$ cat src/rtl/idgb_pkg.sv
package idgb_pkg;
	// clock and chain rate
	localparam int CLK_HZ = 10_000_000;
	localparam int FS_HZ = 2000;
	localparam int SAMPLE_CYCLES = CLK_HZ / FS_HZ;

	// register indices; byte address is four times the index
	localparam logic [7:0] IDX_Z_DV_FINE = 8'h38;
	localparam logic [7:0] IDX_Z_DV_MAIN = 8'h3a;
	localparam logic [7:0] IDX_X_OFS_LOWER = 8'h40;
	localparam logic [7:0] IDX_X_OFS_UPPER = 8'h42;
	localparam logic [7:0] IDX_Y_OFS_LOWER = 8'h44;
	localparam logic [7:0] IDX_Y_OFS_UPPER = 8'h46;
	localparam logic [7:0] IDX_Z_OFS_LOWER = 8'h48;
	localparam logic [7:0] IDX_Z_OFS_UPPER = 8'h4a;
	localparam logic [7:0] IDX_DECIMATION = 8'h5e;

	// field layout and reset values
	localparam int WORD_W = 16;
	localparam int NUM_OFS_WORDS = 6;
	localparam logic [15:0] OFS_RESET = 16'h0000;
	localparam logic [15:0] DEC_RESET = 16'h0000;
	localparam logic [31:0] DV_RESET = 32'h0000_0000;
	localparam logic [31:0] SAT_POS = 32'h7fff_ffff;
	localparam logic [31:0] SAT_NEG = 32'h8000_0000;

	// bus answers
	localparam logic [1:0] RESP_OKAY = 2'b00;
	localparam logic [1:0] RESP_SLVERR = 2'b10;

	// clamp a wide signed result into the 32-bit two's complement range
	function automatic logic [31:0] idgb_sat32(input logic signed [41:0] v);
		if (v > $signed({10'h000, SAT_POS}))
			return SAT_POS;
		else if (v < $signed({10'h3ff, SAT_NEG}))
			return SAT_NEG;
		else
			return v[31:0];
	endfunction
endpackage

$ cat src/rtl/idgb_chan_if.sv
interface idgb_chan_if;
	logic sampleValid;
	logic [31:0] rateIn;
	logic [31:0] offset;
	logic [31:0] rateOut;
	logic outValid;

	modport calc (
		input sampleValid,
		input rateIn,
		input offset,
		output rateOut,
		output outValid
	);
	modport feed (
		output sampleValid,
		output rateIn,
		output offset,
		input rateOut,
		input outValid
	);
endinterface

$ cat src/rtl/idgb_rate_offset.sv
module idgb_rate_offset (
	// clock, reset, enable
	input wire logic mclk,
	input wire logic rst,
	input wire logic ce,
	// one gyro axis
	idgb_chan_if.calc chan
);
	logic [31:0] rate_reg;
	logic valid_reg;
	logic signed [41:0] sumWide;

	// sign-extend both terms so the add cannot wrap before the clamp
	assign sumWide = 42'($signed(chan.rateIn)) + 42'($signed(chan.offset));
	assign chan.rateOut = rate_reg;
	assign chan.outValid = valid_reg;

	// offset lands right behind the factory stage, once per sample
	always_ff @(posedge mclk or posedge rst) begin
		if (rst) begin
			rate_reg <= 32'h0000_0000;
			valid_reg <= 1'b0;
		end else if (ce) begin
			valid_reg <= chan.sampleValid;
			if (chan.sampleValid)
				rate_reg <= idgb_pkg::idgb_sat32(sumWide);
		end
	end

	a_rate_offset_sum: assert property (@(posedge mclk)
		disable iff (rst || !ce)
		chan.sampleValid |=> chan.outValid && chan.rateOut ==
		idgb_pkg::idgb_sat32(42'($signed($past(chan.rateIn))) +
		42'($signed($past(chan.offset)))))
		else $error("corrected rate is not rate plus offset");
endmodule

$ cat src/rtl/idgb_regs_top.sv
// Functional notes
// - the main velocity word is signed, +-400 m/sec, zero reads 0x0000.
// - the fine word carries sixteen further bits below the main word.
// - velocity words sit at 0x38 and 0x3a, read only, never saved.
// - read alone, the main word spans 0x8000 to 0x7fff in steps of one.
// - main over fine is one 32-bit value clamped to 0x80000000..7fffffff.
// - offsets act right after the factory stage, 2000 times a second.
// - only the per-sensor offsets are open to software, nothing else; here the decimation setting at 0x5e is writable too.
// - x gyro offset lower word at 0x40, upper word at 0x42.
// - y gyro offset lower word at 0x44, upper word at 0x46.
// - z gyro offset lower word at 0x48, upper word at 0x4a.
// - all six offset words read and write, reset to zero, kept in flash.
// - upper and lower words join into one 32-bit offset, upper on top.
// - the offset shares the two's complement scale of the rate output.
// - velocity change sums sample pairs over D = setting + 1 samples.
//
// Chosen here: the AXI4-Lite interface to the registers.
module idgb_regs_top #(
	parameter int SAMPLE_CYCLES = idgb_pkg::SAMPLE_CYCLES,
	parameter int DV_SHIFT = 1,
	parameter int ADDR_W = 10
) (
	// clock, reset, enable
	input wire logic mclk,
	input wire logic rst,
	input wire logic ce,
	// axi4-lite write address and data
	input wire logic [ADDR_W-1:0] s_axi_awaddr,
	input wire logic s_axi_awvalid,
	output logic s_axi_awready,
	input wire logic [31:0] s_axi_wdata,
	input wire logic [3:0] s_axi_wstrb,
	input wire logic s_axi_wvalid,
	output logic s_axi_wready,
	// axi4-lite write response
	output logic [1:0] s_axi_bresp,
	output logic s_axi_bvalid,
	input wire logic s_axi_bready,
	// axi4-lite read
	input wire logic [ADDR_W-1:0] s_axi_araddr,
	input wire logic s_axi_arvalid,
	output logic s_axi_arready,
	output logic [31:0] s_axi_rdata,
	output logic [1:0] s_axi_rresp,
	output logic s_axi_rvalid,
	input wire logic s_axi_rready,
	// factory-corrected sensor values, held stable by the factory stage
	input wire logic [31:0] accelZ,
	input wire logic [31:0] gyroRateX,
	input wire logic [31:0] gyroRateY,
	input wire logic [31:0] gyroRateZ,
	// flash restore of offset words
	input wire logic restoreValid,
	input wire logic [2:0] restoreSel,
	input wire logic [15:0] restoreWord,
	// chain outputs
	output logic sampleTick,
	output logic [31:0] gyroCorrX,
	output logic [31:0] gyroCorrY,
	output logic [31:0] gyroCorrZ,
	output logic gyroCorrValid,
	output logic [31:0] dvelZ,
	output logic dvelValid
);
	localparam int ACC_W = 42;

	// bus state
	logic awReady_reg, awReady_next;
	logic wReady_reg, wReady_next;
	logic awHeld_reg, awHeld_next;
	logic wHeld_reg, wHeld_next;
	logic [7:0] wrIdx_reg;
	logic [31:0] wData_reg;
	logic [3:0] wStrb_reg;
	logic bValid_reg, bValid_next;
	logic [1:0] bResp_reg;
	logic arReady_reg, arReady_next;
	logic rValid_reg, rValid_next;
	logic [31:0] rData_reg;
	logic [1:0] rResp_reg;

	// register contents and chain state
	logic [15:0] ofsWord_reg [idgb_pkg::NUM_OFS_WORDS];
	logic [15:0] decim_reg;
	logic [31:0] dv_reg;
	logic dvValid_reg;
	logic [15:0] tickTimer_reg;
	logic tick_reg;
	logic [31:0] prevAccel_reg;
	logic signed [ACC_W-1:0] acc_reg, acc_next;
	logic [15:0] decCnt_reg;

	// write decode on the held address
	logic awTake, wTake, doWrite;
	logic wrOfs, wrDec, wrRo, wrOk;
	logic [2:0] wrSel;
	logic [15:0] wrMerged;
	logic [15:0] wrOld;
	assign awTake = ce && s_axi_awvalid && awReady_reg;
	assign wTake = ce && s_axi_wvalid && wReady_reg;
	assign doWrite = ce && awHeld_reg && wHeld_reg && !bValid_reg;
	assign wrOfs = wrIdx_reg >= idgb_pkg::IDX_X_OFS_LOWER &&
		wrIdx_reg <= idgb_pkg::IDX_Z_OFS_UPPER && !wrIdx_reg[0];
	assign wrSel = wrIdx_reg[3:1];
	assign wrDec = wrIdx_reg == idgb_pkg::IDX_DECIMATION;
	assign wrRo = wrIdx_reg == idgb_pkg::IDX_Z_DV_FINE ||
		wrIdx_reg == idgb_pkg::IDX_Z_DV_MAIN;
	assign wrOk = wrOfs || wrDec;
	assign wrMerged = {wStrb_reg[1] ? wData_reg[15:8] : wrOld[15:8],
		wStrb_reg[0] ? wData_reg[7:0] : wrOld[7:0]};

	assign wrOld = wrDec ? decim_reg : ofsWord_reg[wrSel];

	// write handshake: address and data land in either order
	assign awHeld_next = awTake ? 1'b1 : (doWrite ? 1'b0 : awHeld_reg);
	assign wHeld_next = wTake ? 1'b1 : (doWrite ? 1'b0 : wHeld_reg);
	assign bValid_next = doWrite || (bValid_reg && !(ce && s_axi_bready));
	assign awReady_next = !awHeld_next && !bValid_next;
	assign wReady_next = !wHeld_next && !bValid_next;

	// ready flags stay registered so outputs come from flip-flops
	always_ff @(posedge mclk or posedge rst) begin
		if (rst) begin
			awReady_reg <= 1'b1;
			wReady_reg <= 1'b1;
			awHeld_reg <= 1'b0;
			wHeld_reg <= 1'b0;
			bValid_reg <= 1'b0;
		end else if (ce) begin
			awReady_reg <= awReady_next;
			wReady_reg <= wReady_next;
			awHeld_reg <= awHeld_next;
			wHeld_reg <= wHeld_next;
			bValid_reg <= bValid_next;
		end
	end

	// payload capture and write answer
	always_ff @(posedge mclk or posedge rst) begin
		if (rst) begin
			wrIdx_reg <= 8'h00;
			wData_reg <= 32'h0000_0000;
			wStrb_reg <= 4'h0;
			bResp_reg <= idgb_pkg::RESP_OKAY;
		end else if (ce) begin
			if (awTake)
				wrIdx_reg <= s_axi_awaddr[9:2];
			if (wTake) begin
				wData_reg <= s_axi_wdata;
				wStrb_reg <= s_axi_wstrb;
			end
			if (doWrite) // read-only and unmapped writes are refused
				bResp_reg <= wrOk ? idgb_pkg::RESP_OKAY : idgb_pkg::RESP_SLVERR;
		end
	end

	// offset words: bus write wins over a flash restore in the same cycle
	always_ff @(posedge mclk or posedge rst) begin
		if (rst) begin
			for (int i = 0; i < idgb_pkg::NUM_OFS_WORDS; i++)
				ofsWord_reg[i] <= idgb_pkg::OFS_RESET;
			decim_reg <= idgb_pkg::DEC_RESET;
		end else if (ce) begin
			if (doWrite && wrOfs)
				ofsWord_reg[wrSel] <= wrMerged;
			else if (restoreValid && restoreSel < 3'd6)
				ofsWord_reg[restoreSel] <= restoreWord;
			if (doWrite && wrDec)
				decim_reg <= wrMerged;
		end
	end

	// read decode; factory coefficients have no address at all
	logic arTake;
	logic [7:0] rdIdx;
	logic rdOfs, rdFine, rdMain, rdDec, rdOk;
	logic [15:0] rdWord;
	assign arTake = ce && s_axi_arvalid && arReady_reg;
	assign rdIdx = s_axi_araddr[9:2];
	assign rdOfs = rdIdx >= idgb_pkg::IDX_X_OFS_LOWER &&
		rdIdx <= idgb_pkg::IDX_Z_OFS_UPPER && !rdIdx[0];
	assign rdFine = rdIdx == idgb_pkg::IDX_Z_DV_FINE;
	assign rdMain = rdIdx == idgb_pkg::IDX_Z_DV_MAIN;
	assign rdDec = rdIdx == idgb_pkg::IDX_DECIMATION;
	assign rdOk = rdOfs || rdFine || rdMain || rdDec;
	assign rdWord = rdMain ? dv_reg[31:16] :
		rdFine ? dv_reg[15:0] :
		rdDec ? decim_reg :
		rdOfs ? ofsWord_reg[rdIdx[3:1]] : 16'h0000;
	assign rValid_next = arTake || (rValid_reg && !(ce && s_axi_rready));
	assign arReady_next = !rValid_next;

	// read channel: one read in flight, answer the cycle after the take
	always_ff @(posedge mclk or posedge rst) begin
		if (rst) begin
			arReady_reg <= 1'b1;
			rValid_reg <= 1'b0;
			rData_reg <= 32'h0000_0000;
			rResp_reg <= idgb_pkg::RESP_OKAY;
		end else if (ce) begin
			arReady_reg <= arReady_next;
			rValid_reg <= rValid_next;
			if (arTake) begin
				rData_reg <= {16'h0000, rdWord};
				rResp_reg <= rdOk ? idgb_pkg::RESP_OKAY : idgb_pkg::RESP_SLVERR;
			end
		end
	end

	// internal sample clock: one tick every SAMPLE_CYCLES
	always_ff @(posedge mclk or posedge rst) begin
		if (rst) begin
			tickTimer_reg <= 16'h0000;
			tick_reg <= 1'b0;
		end else if (ce) begin
			tick_reg <= tickTimer_reg == 16'(SAMPLE_CYCLES - 1);
			if (tickTimer_reg == 16'(SAMPLE_CYCLES - 1))
				tickTimer_reg <= 16'h0000;
			else
				tickTimer_reg <= tickTimer_reg + 16'h0001;
		end
	end

	// pair sum of this and the previous sample, kept wide against overflow
	logic signed [ACC_W-1:0] pairSum, accScaled;
	logic lastOfPeriod;
	assign pairSum = ACC_W'($signed(accelZ)) + ACC_W'($signed(prevAccel_reg));
	assign lastOfPeriod = decCnt_reg == decim_reg;
	assign acc_next = acc_reg + pairSum;
	assign accScaled = acc_next >>> DV_SHIFT;

	// velocity change: accumulate D pairs, halve, clamp, publish
	always_ff @(posedge mclk or posedge rst) begin
		if (rst) begin
			prevAccel_reg <= 32'h0000_0000;
			acc_reg <= '0;
			decCnt_reg <= 16'h0000;
			dv_reg <= idgb_pkg::DV_RESET;
			dvValid_reg <= 1'b0;
		end else if (ce) begin
			dvValid_reg <= tick_reg && lastOfPeriod && !(doWrite && wrDec);
			if (doWrite && wrDec) begin
				// a new period length restarts the sum cleanly
				acc_reg <= '0;
				decCnt_reg <= 16'h0000;
			end else if (tick_reg) begin
				prevAccel_reg <= accelZ;
				if (lastOfPeriod) begin
					dv_reg <= idgb_pkg::idgb_sat32(accScaled);
					acc_reg <= '0;
					decCnt_reg <= 16'h0000;
				end else begin
					acc_reg <= acc_next;
					decCnt_reg <= decCnt_reg + 16'h0001;
				end
			end
		end
	end

	// three gyro axes, each with its own joined offset
	idgb_chan_if chan[3] ();
	assign chan[0].rateIn = gyroRateX;
	assign chan[1].rateIn = gyroRateY;
	assign chan[2].rateIn = gyroRateZ;
	genvar g;
	generate
		for (g = 0; g < 3; g++) begin : gAxis
			assign chan[g].sampleValid = tick_reg;
			assign chan[g].offset = {ofsWord_reg[2*g+1], ofsWord_reg[2*g]};
			idgb_rate_offset uCalc (
				.mclk(mclk),
				.rst(rst),
				.ce(ce),
				.chan(chan[g])
			);
		end
	endgenerate

	// ports
	assign s_axi_awready = awReady_reg;
	assign s_axi_wready = wReady_reg;
	assign s_axi_bvalid = bValid_reg;
	assign s_axi_bresp = bResp_reg;
	assign s_axi_arready = arReady_reg;
	assign s_axi_rvalid = rValid_reg;
	assign s_axi_rdata = rData_reg;
	assign s_axi_rresp = rResp_reg;
	assign sampleTick = tick_reg;
	assign gyroCorrX = chan[0].rateOut;
	assign gyroCorrY = chan[1].rateOut;
	assign gyroCorrZ = chan[2].rateOut;
	assign gyroCorrValid = chan[0].outValid;
	assign dvelZ = dv_reg;
	assign dvelValid = dvValid_reg;

	// helper counters that only the checks read
	logic [15:0] hGap;
	logic hTickSeen;
	logic [16:0] hTicks;
	logic hDvSeen;
	always_ff @(posedge mclk or posedge rst) begin
		if (rst) begin
			hGap <= 16'h0000;
			hTickSeen <= 1'b0;
			hTicks <= 17'h00000;
			hDvSeen <= 1'b0;
		end else if (ce) begin
			hGap <= tick_reg ? 16'h0001 : hGap + 16'h0001;
			hTickSeen <= hTickSeen || tick_reg;
			if (doWrite && wrDec)
				hDvSeen <= 1'b0;
			else if (dvValid_reg)
				hDvSeen <= 1'b1;
			if (dvValid_reg)
				hTicks <= 17'h00000;
			else if (tick_reg)
				hTicks <= hTicks + 17'h00001;
		end
	end

	a_tick_period_exact: assert property (@(posedge mclk)
		disable iff (rst || !ce)
		tick_reg && hTickSeen |-> hGap == 16'(SAMPLE_CYCLES))
		else $error("sample ticks not SAMPLE_CYCLES apart");
	a_dv_period_length: assert property (@(posedge mclk)
		disable iff (rst || !ce)
		dvValid_reg && hDvSeen |-> hTicks == 17'(decim_reg) + 17'h00001)
		else $error("velocity period is not setting plus one samples");
	a_main_word_read: assert property (@(posedge mclk)
		disable iff (rst || !ce)
		arTake && rdMain |=> s_axi_rvalid && s_axi_rdata == {16'h0000,
		$past(dv_reg[31:16])} && s_axi_rresp == idgb_pkg::RESP_OKAY)
		else $error("main velocity word read wrong");
	a_fine_word_read: assert property (@(posedge mclk)
		disable iff (rst || !ce)
		arTake && rdFine |=> s_axi_rdata == {16'h0000, $past(dv_reg[15:0])})
		else $error("fine velocity word read wrong");
	a_ro_write_refused: assert property (@(posedge mclk)
		disable iff (rst || !ce)
		doWrite && wrRo |=> s_axi_bvalid && s_axi_bresp == idgb_pkg::RESP_SLVERR
		&& (dv_reg == $past(dv_reg) || $past(tick_reg)))
		else $error("write to velocity word not refused");
	a_offset_write_lands: assert property (@(posedge mclk)
		disable iff (rst || !ce)
		doWrite && wrOfs && wStrb_reg[1:0] == 2'b11 |=> s_axi_bvalid &&
		s_axi_bresp == idgb_pkg::RESP_OKAY && ofsWord_reg[$past(wrSel)] ==
		$past(wData_reg[15:0]))
		else $error("offset word not stored");
	a_unmapped_read_err: assert property (@(posedge mclk)
		disable iff (rst || !ce)
		arTake && !rdOk |=> s_axi_rresp == idgb_pkg::RESP_SLVERR &&
		s_axi_rdata == 32'h0000_0000)
		else $error("unmapped read not refused");
	a_dv_clamp_range: assert property (@(posedge mclk)
		disable iff (rst || !ce)
		tick_reg && lastOfPeriod && !(doWrite && wrDec) && accScaled >
		$signed({10'h000, idgb_pkg::SAT_POS}) |=> dv_reg == idgb_pkg::SAT_POS)
		else $error("velocity change not clamped at positive limit");
endmodule

$ cat config.mk
export PLATFORM = sky130hd
export DESIGN_NAME = idgb_regs_top
export DESIGN_NICKNAME = d
export VERILOG_FILES = /design/src/rtl/idgb_pkg.sv /design/src/rtl/idgb_chan_if.sv /design/src/rtl/idgb_rate_offset.sv /design/src/rtl/idgb_regs_top.sv
export SDC_FILE = /design/constraint.sdc
export NUM_CORES = 1
export LEC_CHECK = 0
export BUFFER_PORTS_ARGS = -buffer_cell sky130_fd_sc_hd__buf_2
export CAP_MARGIN = 25
export CORE_ASPECT_RATIO = 0.7
export CORE_MARGIN = 8
export CORE_UTILIZATION = 31
export DETAILED_ROUTE_END_ITERATION = 16
export SETUP_SLACK_MARGIN = 0.2
export SLEW_MARGIN = 15
export SYNTH_ARGS = -nofsm -noshare
export SYNTH_HDL_FRONTEND = slang
export SYNTH_SLANG_ARGS = --single-unit
$ cat constraint.sdc
create_clock -name mclk -period 15.95 [get_ports mclk]
set_input_delay 3.19 -clock mclk [delete_from_list [all_inputs] [get_ports mclk]]
set_output_delay 3.19 -clock mclk [all_outputs]
set_load 0.01 [all_outputs]
==> results of run 1 <==
-- power by group --
group	leakage, uW	internal, uW	switching [uW]
Combinational	0.00843	631	980
Sequential	0.00522	1170	250
Clock	0.000793	691	456
-- cells in the final DEF (no fill, tap or decap), drive strengths merged, types with 10 or more instances in the layout --
master,instances
mux4,16
nand2b,27
a22oi,36
nor3,33
ha,139
nand4,29
o211ai,34
o21bai,19
a22o,171
a21oi,221
o21ai,341
buf,395
xor2,42
a21o,54
diode,21
dfrtp,397
a311oi,16
a31oi,13
clkbuf,61
xnor2,94
clkinv,10
nand3,43
fa,45
nor2,199
inv,59
a211oi,23
maj3,13
nand2,353
mux2,75
a221oi,18
o21a,20
nor2b,25
nor3b,17
conb,18
and2,10
and3,28
-- logic make-up after synthesis --
family	count (synthesis)
AO/OA/AOI/OAI	1030
XOR/XNOR	136
adder cells (fa/ha/maj)	197
buffers and inverters	230
flip-flops	400
multiplexers	96
other	1
AND/OR/NAND/NOR	807
-- worst paths after layout --
path / depth (start not counted) / slack [ps] / endpoint / from
min in group asynchronous: 2 / 2710 / acc_reg[40]$_DFFE_PP0P_ / rst
max reg2reg: 14 / 11050 / gAxis[1].uCalc.chan.rateOut[19]$_DFFE_PP0P_ / chan[1].offset[0]$_DFFE_PP0P_
min: 2 / 470 / gAxis[2].uCalc.chan.rateOut[0]$_DFFE_PP0P_ / gAxis[2].uCalc.chan.rateOut[0]$_DFFE_PP0P_
max in group asynchronous: 4 / 11230 / chan[0].offset[11]$_DFFE_PP0P_ / rst
min reg2reg: 2 / 470 / gAxis[2].uCalc.chan.rateOut[0]$_DFFE_PP0P_ / gAxis[2].uCalc.chan.rateOut[0]$_DFFE_PP0P_
max: 15 / 8920 / gAxis[1].uCalc.chan.rateOut[19]$_DFFE_PP0P_ / gyroRateY[0]
-- through the flow --
step                      power [uW]  setup WS [ps]  instance area [sq um]   util
after floorplan                 2390           1640                  26800      -
after global placement          2980           8300                  29600  0.344
after detailed placement        3000           8300                  29700  0.346
after CTS                       4170           8900                  31300  0.365
after global routing            4400           8520                  31400  0.366
final                           4180           8920                  31400  0.366
-- cell type report --
cell class,instances,area share
Antenna cell,21,0.00167
Tap cell,1150,0.0458
Multi-Input combinational cell,2284,0.507
Clock inverter,19,0.00891
Sequential cell,400,0.319
Inverter,58,0.00716
Clock buffer,61,0.0419
Timing Repair Buffer,395,0.0691
-- worst max-delay path, cell delays in order --
cell	delay [ps]
sky130_fd_sc_hd__buf_2	80
sky130_fd_sc_hd__ha_1	190
sky130_fd_sc_hd__inv_1	60
sky130_fd_sc_hd__fa_1	380
sky130_fd_sc_hd__nand2b_1	190
sky130_fd_sc_hd__a21oi_1	260
sky130_fd_sc_hd__o211ai_1	160
sky130_fd_sc_hd__a2111o_1	460
sky130_fd_sc_hd__a21oi_1	460
sky130_fd_sc_hd__a21oi_1	220
sky130_fd_sc_hd__o21ai_1	290
sky130_fd_sc_hd__a221o_2	410
sky130_fd_sc_hd__and2_1	820
sky130_fd_sc_hd__a21oi_1	120
sky130_fd_sc_hd__o21ai_0	210
-- metal layers --
layer | routed length [um] | vias to the layer above | track usage
met5 | 99 | - | 0
li1 | - | 11200 | -
met1 | 45700 | 11700 | 0.287
met4 | 3550 | 16 | 0.0665
met2 | 40600 | 988 | 0.283
met3 | 9630 | 185 | 0.0532
==> flow_summary.json, run 1 <==
{
  "run_status": "completed",
  "postCtsResizedCells": 0,
  "clkTransAtPathRegs_ps": 60,
  "grt_pass1_vias": 22700,
  "route.vias.total": 24100,
  "hold_slack_ps": 474,
  "parity_gate_share_of_the_synthesized_area_counting_xor_and_xnor_cells": 0.0445,
  "timing.critical_path.from_type": "input port",
  "synth_top_cell_area_share": 0.371,
  "final_min_period_over_clock_period": 0.441,
  "drcViolationCount": 0,
  "detail_route.wirelength_um": 99600,
  "fmax_mhz": 142,
  "required_ps": 16450,
  "num_rows": 90,
  "postSynth.asyncResetShare": 1.00,
  "netlist_area_sq_um": 26800,
  "synth.most_common_cell": "sky130_fd_sc_hd__dfrtp_1",
  "vias_per_cell": 5.50,
  "synth_compound_area_frac": 0.256,
  "ys_dominant_reg_cell": "sky130_fd_sc_hd__dfrtp_1",
  "post_synthesis_share_of_cell_area_spent_on_and_or_nand_and_nor_gates": 0.137,
  "port-buffer-count": 343,
  "numClockSinks": 400,
  "cts-buffers-inserted": 45,
  "power.ir.vdd_worst_v": 0.0000849,
  "finClkSkew_ps": 28.2,
  "die_h_um": 262,
  "cell_count_after_synthesis": 2897,
  "cellLeakagePower_uw": 0.0144,
  "ys_seq_elements": 400,
  "final_nets": 3580,
  "antenna_left": 0,
  "final-instance-count-excl-fill": 4388,
  "fraction_of_the_mapped_netlist_area_in_adder_cells": 0.103,
  "synth_commonest_cells": "397 x sky130_fd_sc_hd__dfrtp_1, 353 x sky130_fd_sc_hd__nand2_1, 264 x sky130_fd_sc_hd__o21ai_0",
  "drt_first_iter_violations": 2837,
  "design.die.area_sq_um": 96200,
  "drt_pass1_iterations": 6,
  "ios": 384,
  "dpl.cell_count": 4281,
  "globalplace.congestion": 1.01,
  "regArea_sq_um": 10000,
  "area_of_the_multi_input_gates_sq_um": 15900,
  "report.final.hold_viol_count": 0,
  "ys_top_cells_by_area": "sky130_fd_sc_hd__dfrtp_1 37%, sky130_fd_sc_hd__ha_1 6.5%, sky130_fd_sc_hd__a22o_1 5.6%",
  "dieWidth_um": 367,
  "crit_type": "in2reg",
  "synth.yosys.seq_area_share": 0.374,
  "wire_length_of_the_first_global_routing_pass_um": 147000,
  "final_max_slew_viol_count": 0,
  "cts_htree_levels": 2,
  "post-dp-hpwl_um": 76500,
  "worstSkewPairLatency_ps": 590,
  "setup_total_negative_slack_ps": 0,
  "grt_start_max_net_pins": 160,
  "number_of_antenna_violations_at_the_first_check_in_global_routing": 36,
  "tightest_slew_ps": 1190,
  "grtUsageTotal": 0.198,
  "power_density_nw_per_um2": 133,
  "post-route-min-period_ps": 7030,
  "synth_enable_flop_cells": 0,
  "dominant_combinational_cell_family_by_area_after_synthesis": "compound AO/OA/AOI/OAI gates",
  "synth.largest_area_cell": "sky130_fd_sc_hd__dfrtp_1",
  "layout-area-overhead-vs-synth_pct": 17.4,
  "grt.overflow.total": 0,
  "setup_repair_after_global_routing_missed_its_margin": "no",
  "post-cts-setup-buffer-count": 0,
  "hold_bufs_inserted_after_cts": 0,
  "timing.final.setup_violations": 0,
  "fill_cell_count": 8762,
  "avgSynthCellArea_sq_um": 9.24,
  "yosys.cell_types.count": 94,
  "drv.max_cap_violation_count": 0,
  "cts_buffer_depth": 3,
  "design.core.area_sq_um": 85900,
  "crit_path_end_kind": "flip-flop",
  "post_drt_wl_per_cell_um": 22.7,
  "worst_ep_arrival_time_ps": 7530,
  "synth_warnings": 0,
  "max-slew-margin-rel": 0.208,
  "post_route_cells_drive_above_1_share": 0.200,
  "worstHoldPathType": "reg2reg",
  "starting_density_of_the_core": 0.312,
  "crit_fanout": 23,
  "cts.root.buffer_cell": "sky130_fd_sc_hd__clkbuf_16",
  "cts_tree": "built",
  "yosys-mux-area-fraction": 0.0469
}
Power figures use the tool's default switching activity.
==> run 2, diff against run 1 <==
==> constraint.sdc (replaced) <==
create_clock -name mclk -period 6.35 [get_ports mclk]
set_input_delay 1.27 -clock mclk [delete_from_list [all_inputs] [get_ports mclk]]
set_output_delay 1.27 -clock mclk [all_outputs]
set_load 0.01 [all_outputs]
==> run 2 against run 1 <==
Combinational power rose to 2.5 times the previous value; worst hold slack barely moved; sequential power rose to 2.5 times the previous value; critical endpoint is now dvelZ[9]$_DFFE_PP0P_; register-to-register slack got worse by 9200 ps; clock power rose to 2.5 times the previous value; core utilization rose by 0.068 points; flip-flop and latch count did not move.
==> flow_summary.json, run 2 (synthesis gave the netlist of run 1 again) <==
{
  "grtUsageTotal": 0.201,
  "die_h_um": 262,
  "layout.cells.most_common": "sky130_fd_sc_hd__dfrtp_1",
  "finClkSkew_ps": 16.0,
  "crit_path_end_kind": "flip-flop",
  "post_drt_wl_per_cell_um": 22.9,
  "drt_pass1_iterations": 8,
  "final_nets": 3589,
  "post-route-min-period_ps": 4950,
  "worstHoldPathType": "reg2reg",
  "cts_tree": "built",
  "grt_pass1_vias": 23100,
  "layout-area-overhead-vs-synth_pct": 17.6,
  "postCtsResizedCells": 0,
  "crit_fanout": 31,
  "report.final.hold_viol_count": 0,
  "post_dp_cell_area_sq_um": 29800,
  "worst_ep_arrival_time_ps": 5480,
  "required_ps": 6880,
  "cts.root.buffer_cell": "sky130_fd_sc_hd__clkbuf_16",
  "numClockSinks": 400,
  "ios": 384,
  "cts_buffer_depth": 3,
  "globalplace.congestion": 0.960,
  "power.total_uw": 10600,
  "grt_util_met1": 0.288,
  "num_rows": 90,
  "crit_type": "in2reg",
  "antenna_left": 0,
  "timing.critical_path.from_type": "input port",
  "post_route_cells_drive_above_1_share": 0.203,
  "starting_density_of_the_core": 0.312,
  "post-cts-setup-buffer-count": 0,
  "final_max_slew_viol_count": 0,
  "setup_ws_ps": 1400,
  "design.die.area_sq_um": 96200,
  "route.vias.total": 24200,
  "cts_htree_levels": 2,
  "drcViolationCount": 0,
  "hold_slack_ps": 474,
  "wire_length_of_the_first_global_routing_pass_um": 150000,
  "grt.overflow.total": 0,
  "preCtsSetupSlack_ps": 855,
  "number_of_antenna_violations_at_the_first_check_in_global_routing": 24,
  "fmax_mhz": 202,
  "grt_start_max_net_pins": 147,
  "grt_busiest_layer": "met1",
  "tightest_slew_ps": 1240,
  "max-slew-margin-rel": 0.171,
  "global_route_met2_usage": 0.288,
  "power.ir.vdd_worst_v": 0.000203,
  "port-buffer-count": 343,
  "design.core.area_sq_um": 85900,
  "detail_route.wirelength_um": 101000,
  "globalRouteMet3Util": 0.0570,
  "setup_repair_after_global_routing_missed_its_margin": "no",
  "drt_first_iter_violations": 2851,
  "dieWidth_um": 367,
  "post-dp-hpwl_um": 77500,
  "final_min_period_over_clock_period": 0.780,
  "cellLeakagePower_uw": 0.0145,
  "final_cell_area_sq_um": 31500,
  "run_status": "completed",
  "worstSkewPairLatency_ps": 600,
  "hold_bufs_inserted_after_cts": 0,
  "setup_total_negative_slack_ps": 0,
  "most_used_cells_in_the_layout_excluding_fill_and_tap_cells": "397 x sky130_fd_sc_hd__dfrtp_1, 352 x sky130_fd_sc_hd__nand2_1, 343 x sky130_fd_sc_hd__buf_2, 264 x sky130_fd_sc_hd__o21ai_0, 195 x sky130_fd_sc_hd__nor2_1",
  "clkTransAtPathRegs_ps": 60,
  "drv.max_cap_violation_count": 0,
  "timing.final.setup_violations": 0,
  "vias_per_cell": 5.50,
  "power_density_nw_per_um2": 335,
  "cts-buffers-inserted": 47
}
## run 2: changes by cell type in the layout (fill, tap and decap cells not counted), moves of 2 or more
cell,before,now
sky130_fd_sc_hd__buf_4,43,47
sky130_fd_sc_hd__buf_6,3,6
sky130_fd_sc_hd__buf_8,4,1
sky130_fd_sc_hd__clkinvlp_4,1,4
sky130_fd_sc_hd__clkbuf_4,0,2
sky130_fd_sc_hd__diode_2,21,19
sky130_fd_sc_hd__inv_6,2,4
## run 2: final cells by class
| cell class | count | area (sq um) |
|---|---|---|
| clock buffer | 61 | 1310 |
| tap | 1150 | 1440 |
| multi-input combinational | 2284 | 15900 |
| inverter | 58 | 221 |
| clock inverter | 24 | 297 |
| fill | 8756 | 54400 |
| antenna | 19 | 47.5 |
| sequential | 400 | 10000 |
| timing repair buffer | 402 | 2230 |
## run 2: final timing paths
path	endpoint	depth (start not counted)	slack [ps]	from
worst min-delay path	dvelValid$_DFFE_PP0P_	1	470	dvelValid$_DFFE_PP0P_
worst min register to register	dvelValid$_DFFE_PP0P_	1	470	dvelValid$_DFFE_PP0P_
min in group asynchronous	gAxis[1].uCalc.chan.rateOut[2]$_DFFE_PP0P_	2	660	rst
max in group asynchronous	acc_reg[33]$_DFFE_PP0P_	3	4380	rst
worst max register to register	dvelZ[9]$_DFFE_PP0P_	16	1840	prevAccel_reg[1]$_DFFE_PP0P_
worst max-delay path	dvelZ[9]$_DFFE_PP0P_	17	1400	accelZ[1]
## run 2: where the power goes
part	internal, uW	switching (uW)
logic	1600	2490
registers	2940	647
clock network	1700	1190
total	6240	4330
## run 2: worst max-delay path: stages
cell	delay (ps)
sky130_fd_sc_hd__buf_2	130
sky130_fd_sc_hd__fa_1	540
sky130_fd_sc_hd__ha_1	210
sky130_fd_sc_hd__inv_1	70
sky130_fd_sc_hd__fa_1	400
sky130_fd_sc_hd__nor2b_1	180
sky130_fd_sc_hd__o2111ai_1	140
sky130_fd_sc_hd__nand4_1	200
sky130_fd_sc_hd__nand3_1	250
sky130_fd_sc_hd__a21oi_1	440
sky130_fd_sc_hd__o21ai_4	150
sky130_fd_sc_hd__xnor2_1	310
sky130_fd_sc_hd__nand4_1	230
sky130_fd_sc_hd__o41ai_4	240
sky130_fd_sc_hd__buf_4	400
sky130_fd_sc_hd__nand2_1	140
sky130_fd_sc_hd__a21oi_2	150
## run 2: per-stage QoR
stage | instances | util
2_1_floorplan | 2914 | -
3_3_place_gp | 4275 | 0.345
3_5_place_dp | 4286 | 0.347
4_1_cts | 4371 | 0.365
5_1_grt | 4386 | 0.366
6_report | 4398 | 0.367
## run 2: per-layer routing
| metal | routed length, um | vias up |
|---|---|---|
| met2 | 41600 | 1020 |
| met1 | 45800 | 11800 |
| met3 | 9880 | 210 |
| li1 | - | 11200 |
| met4 | 3620 | 8 |
| met5 | 53 | - |
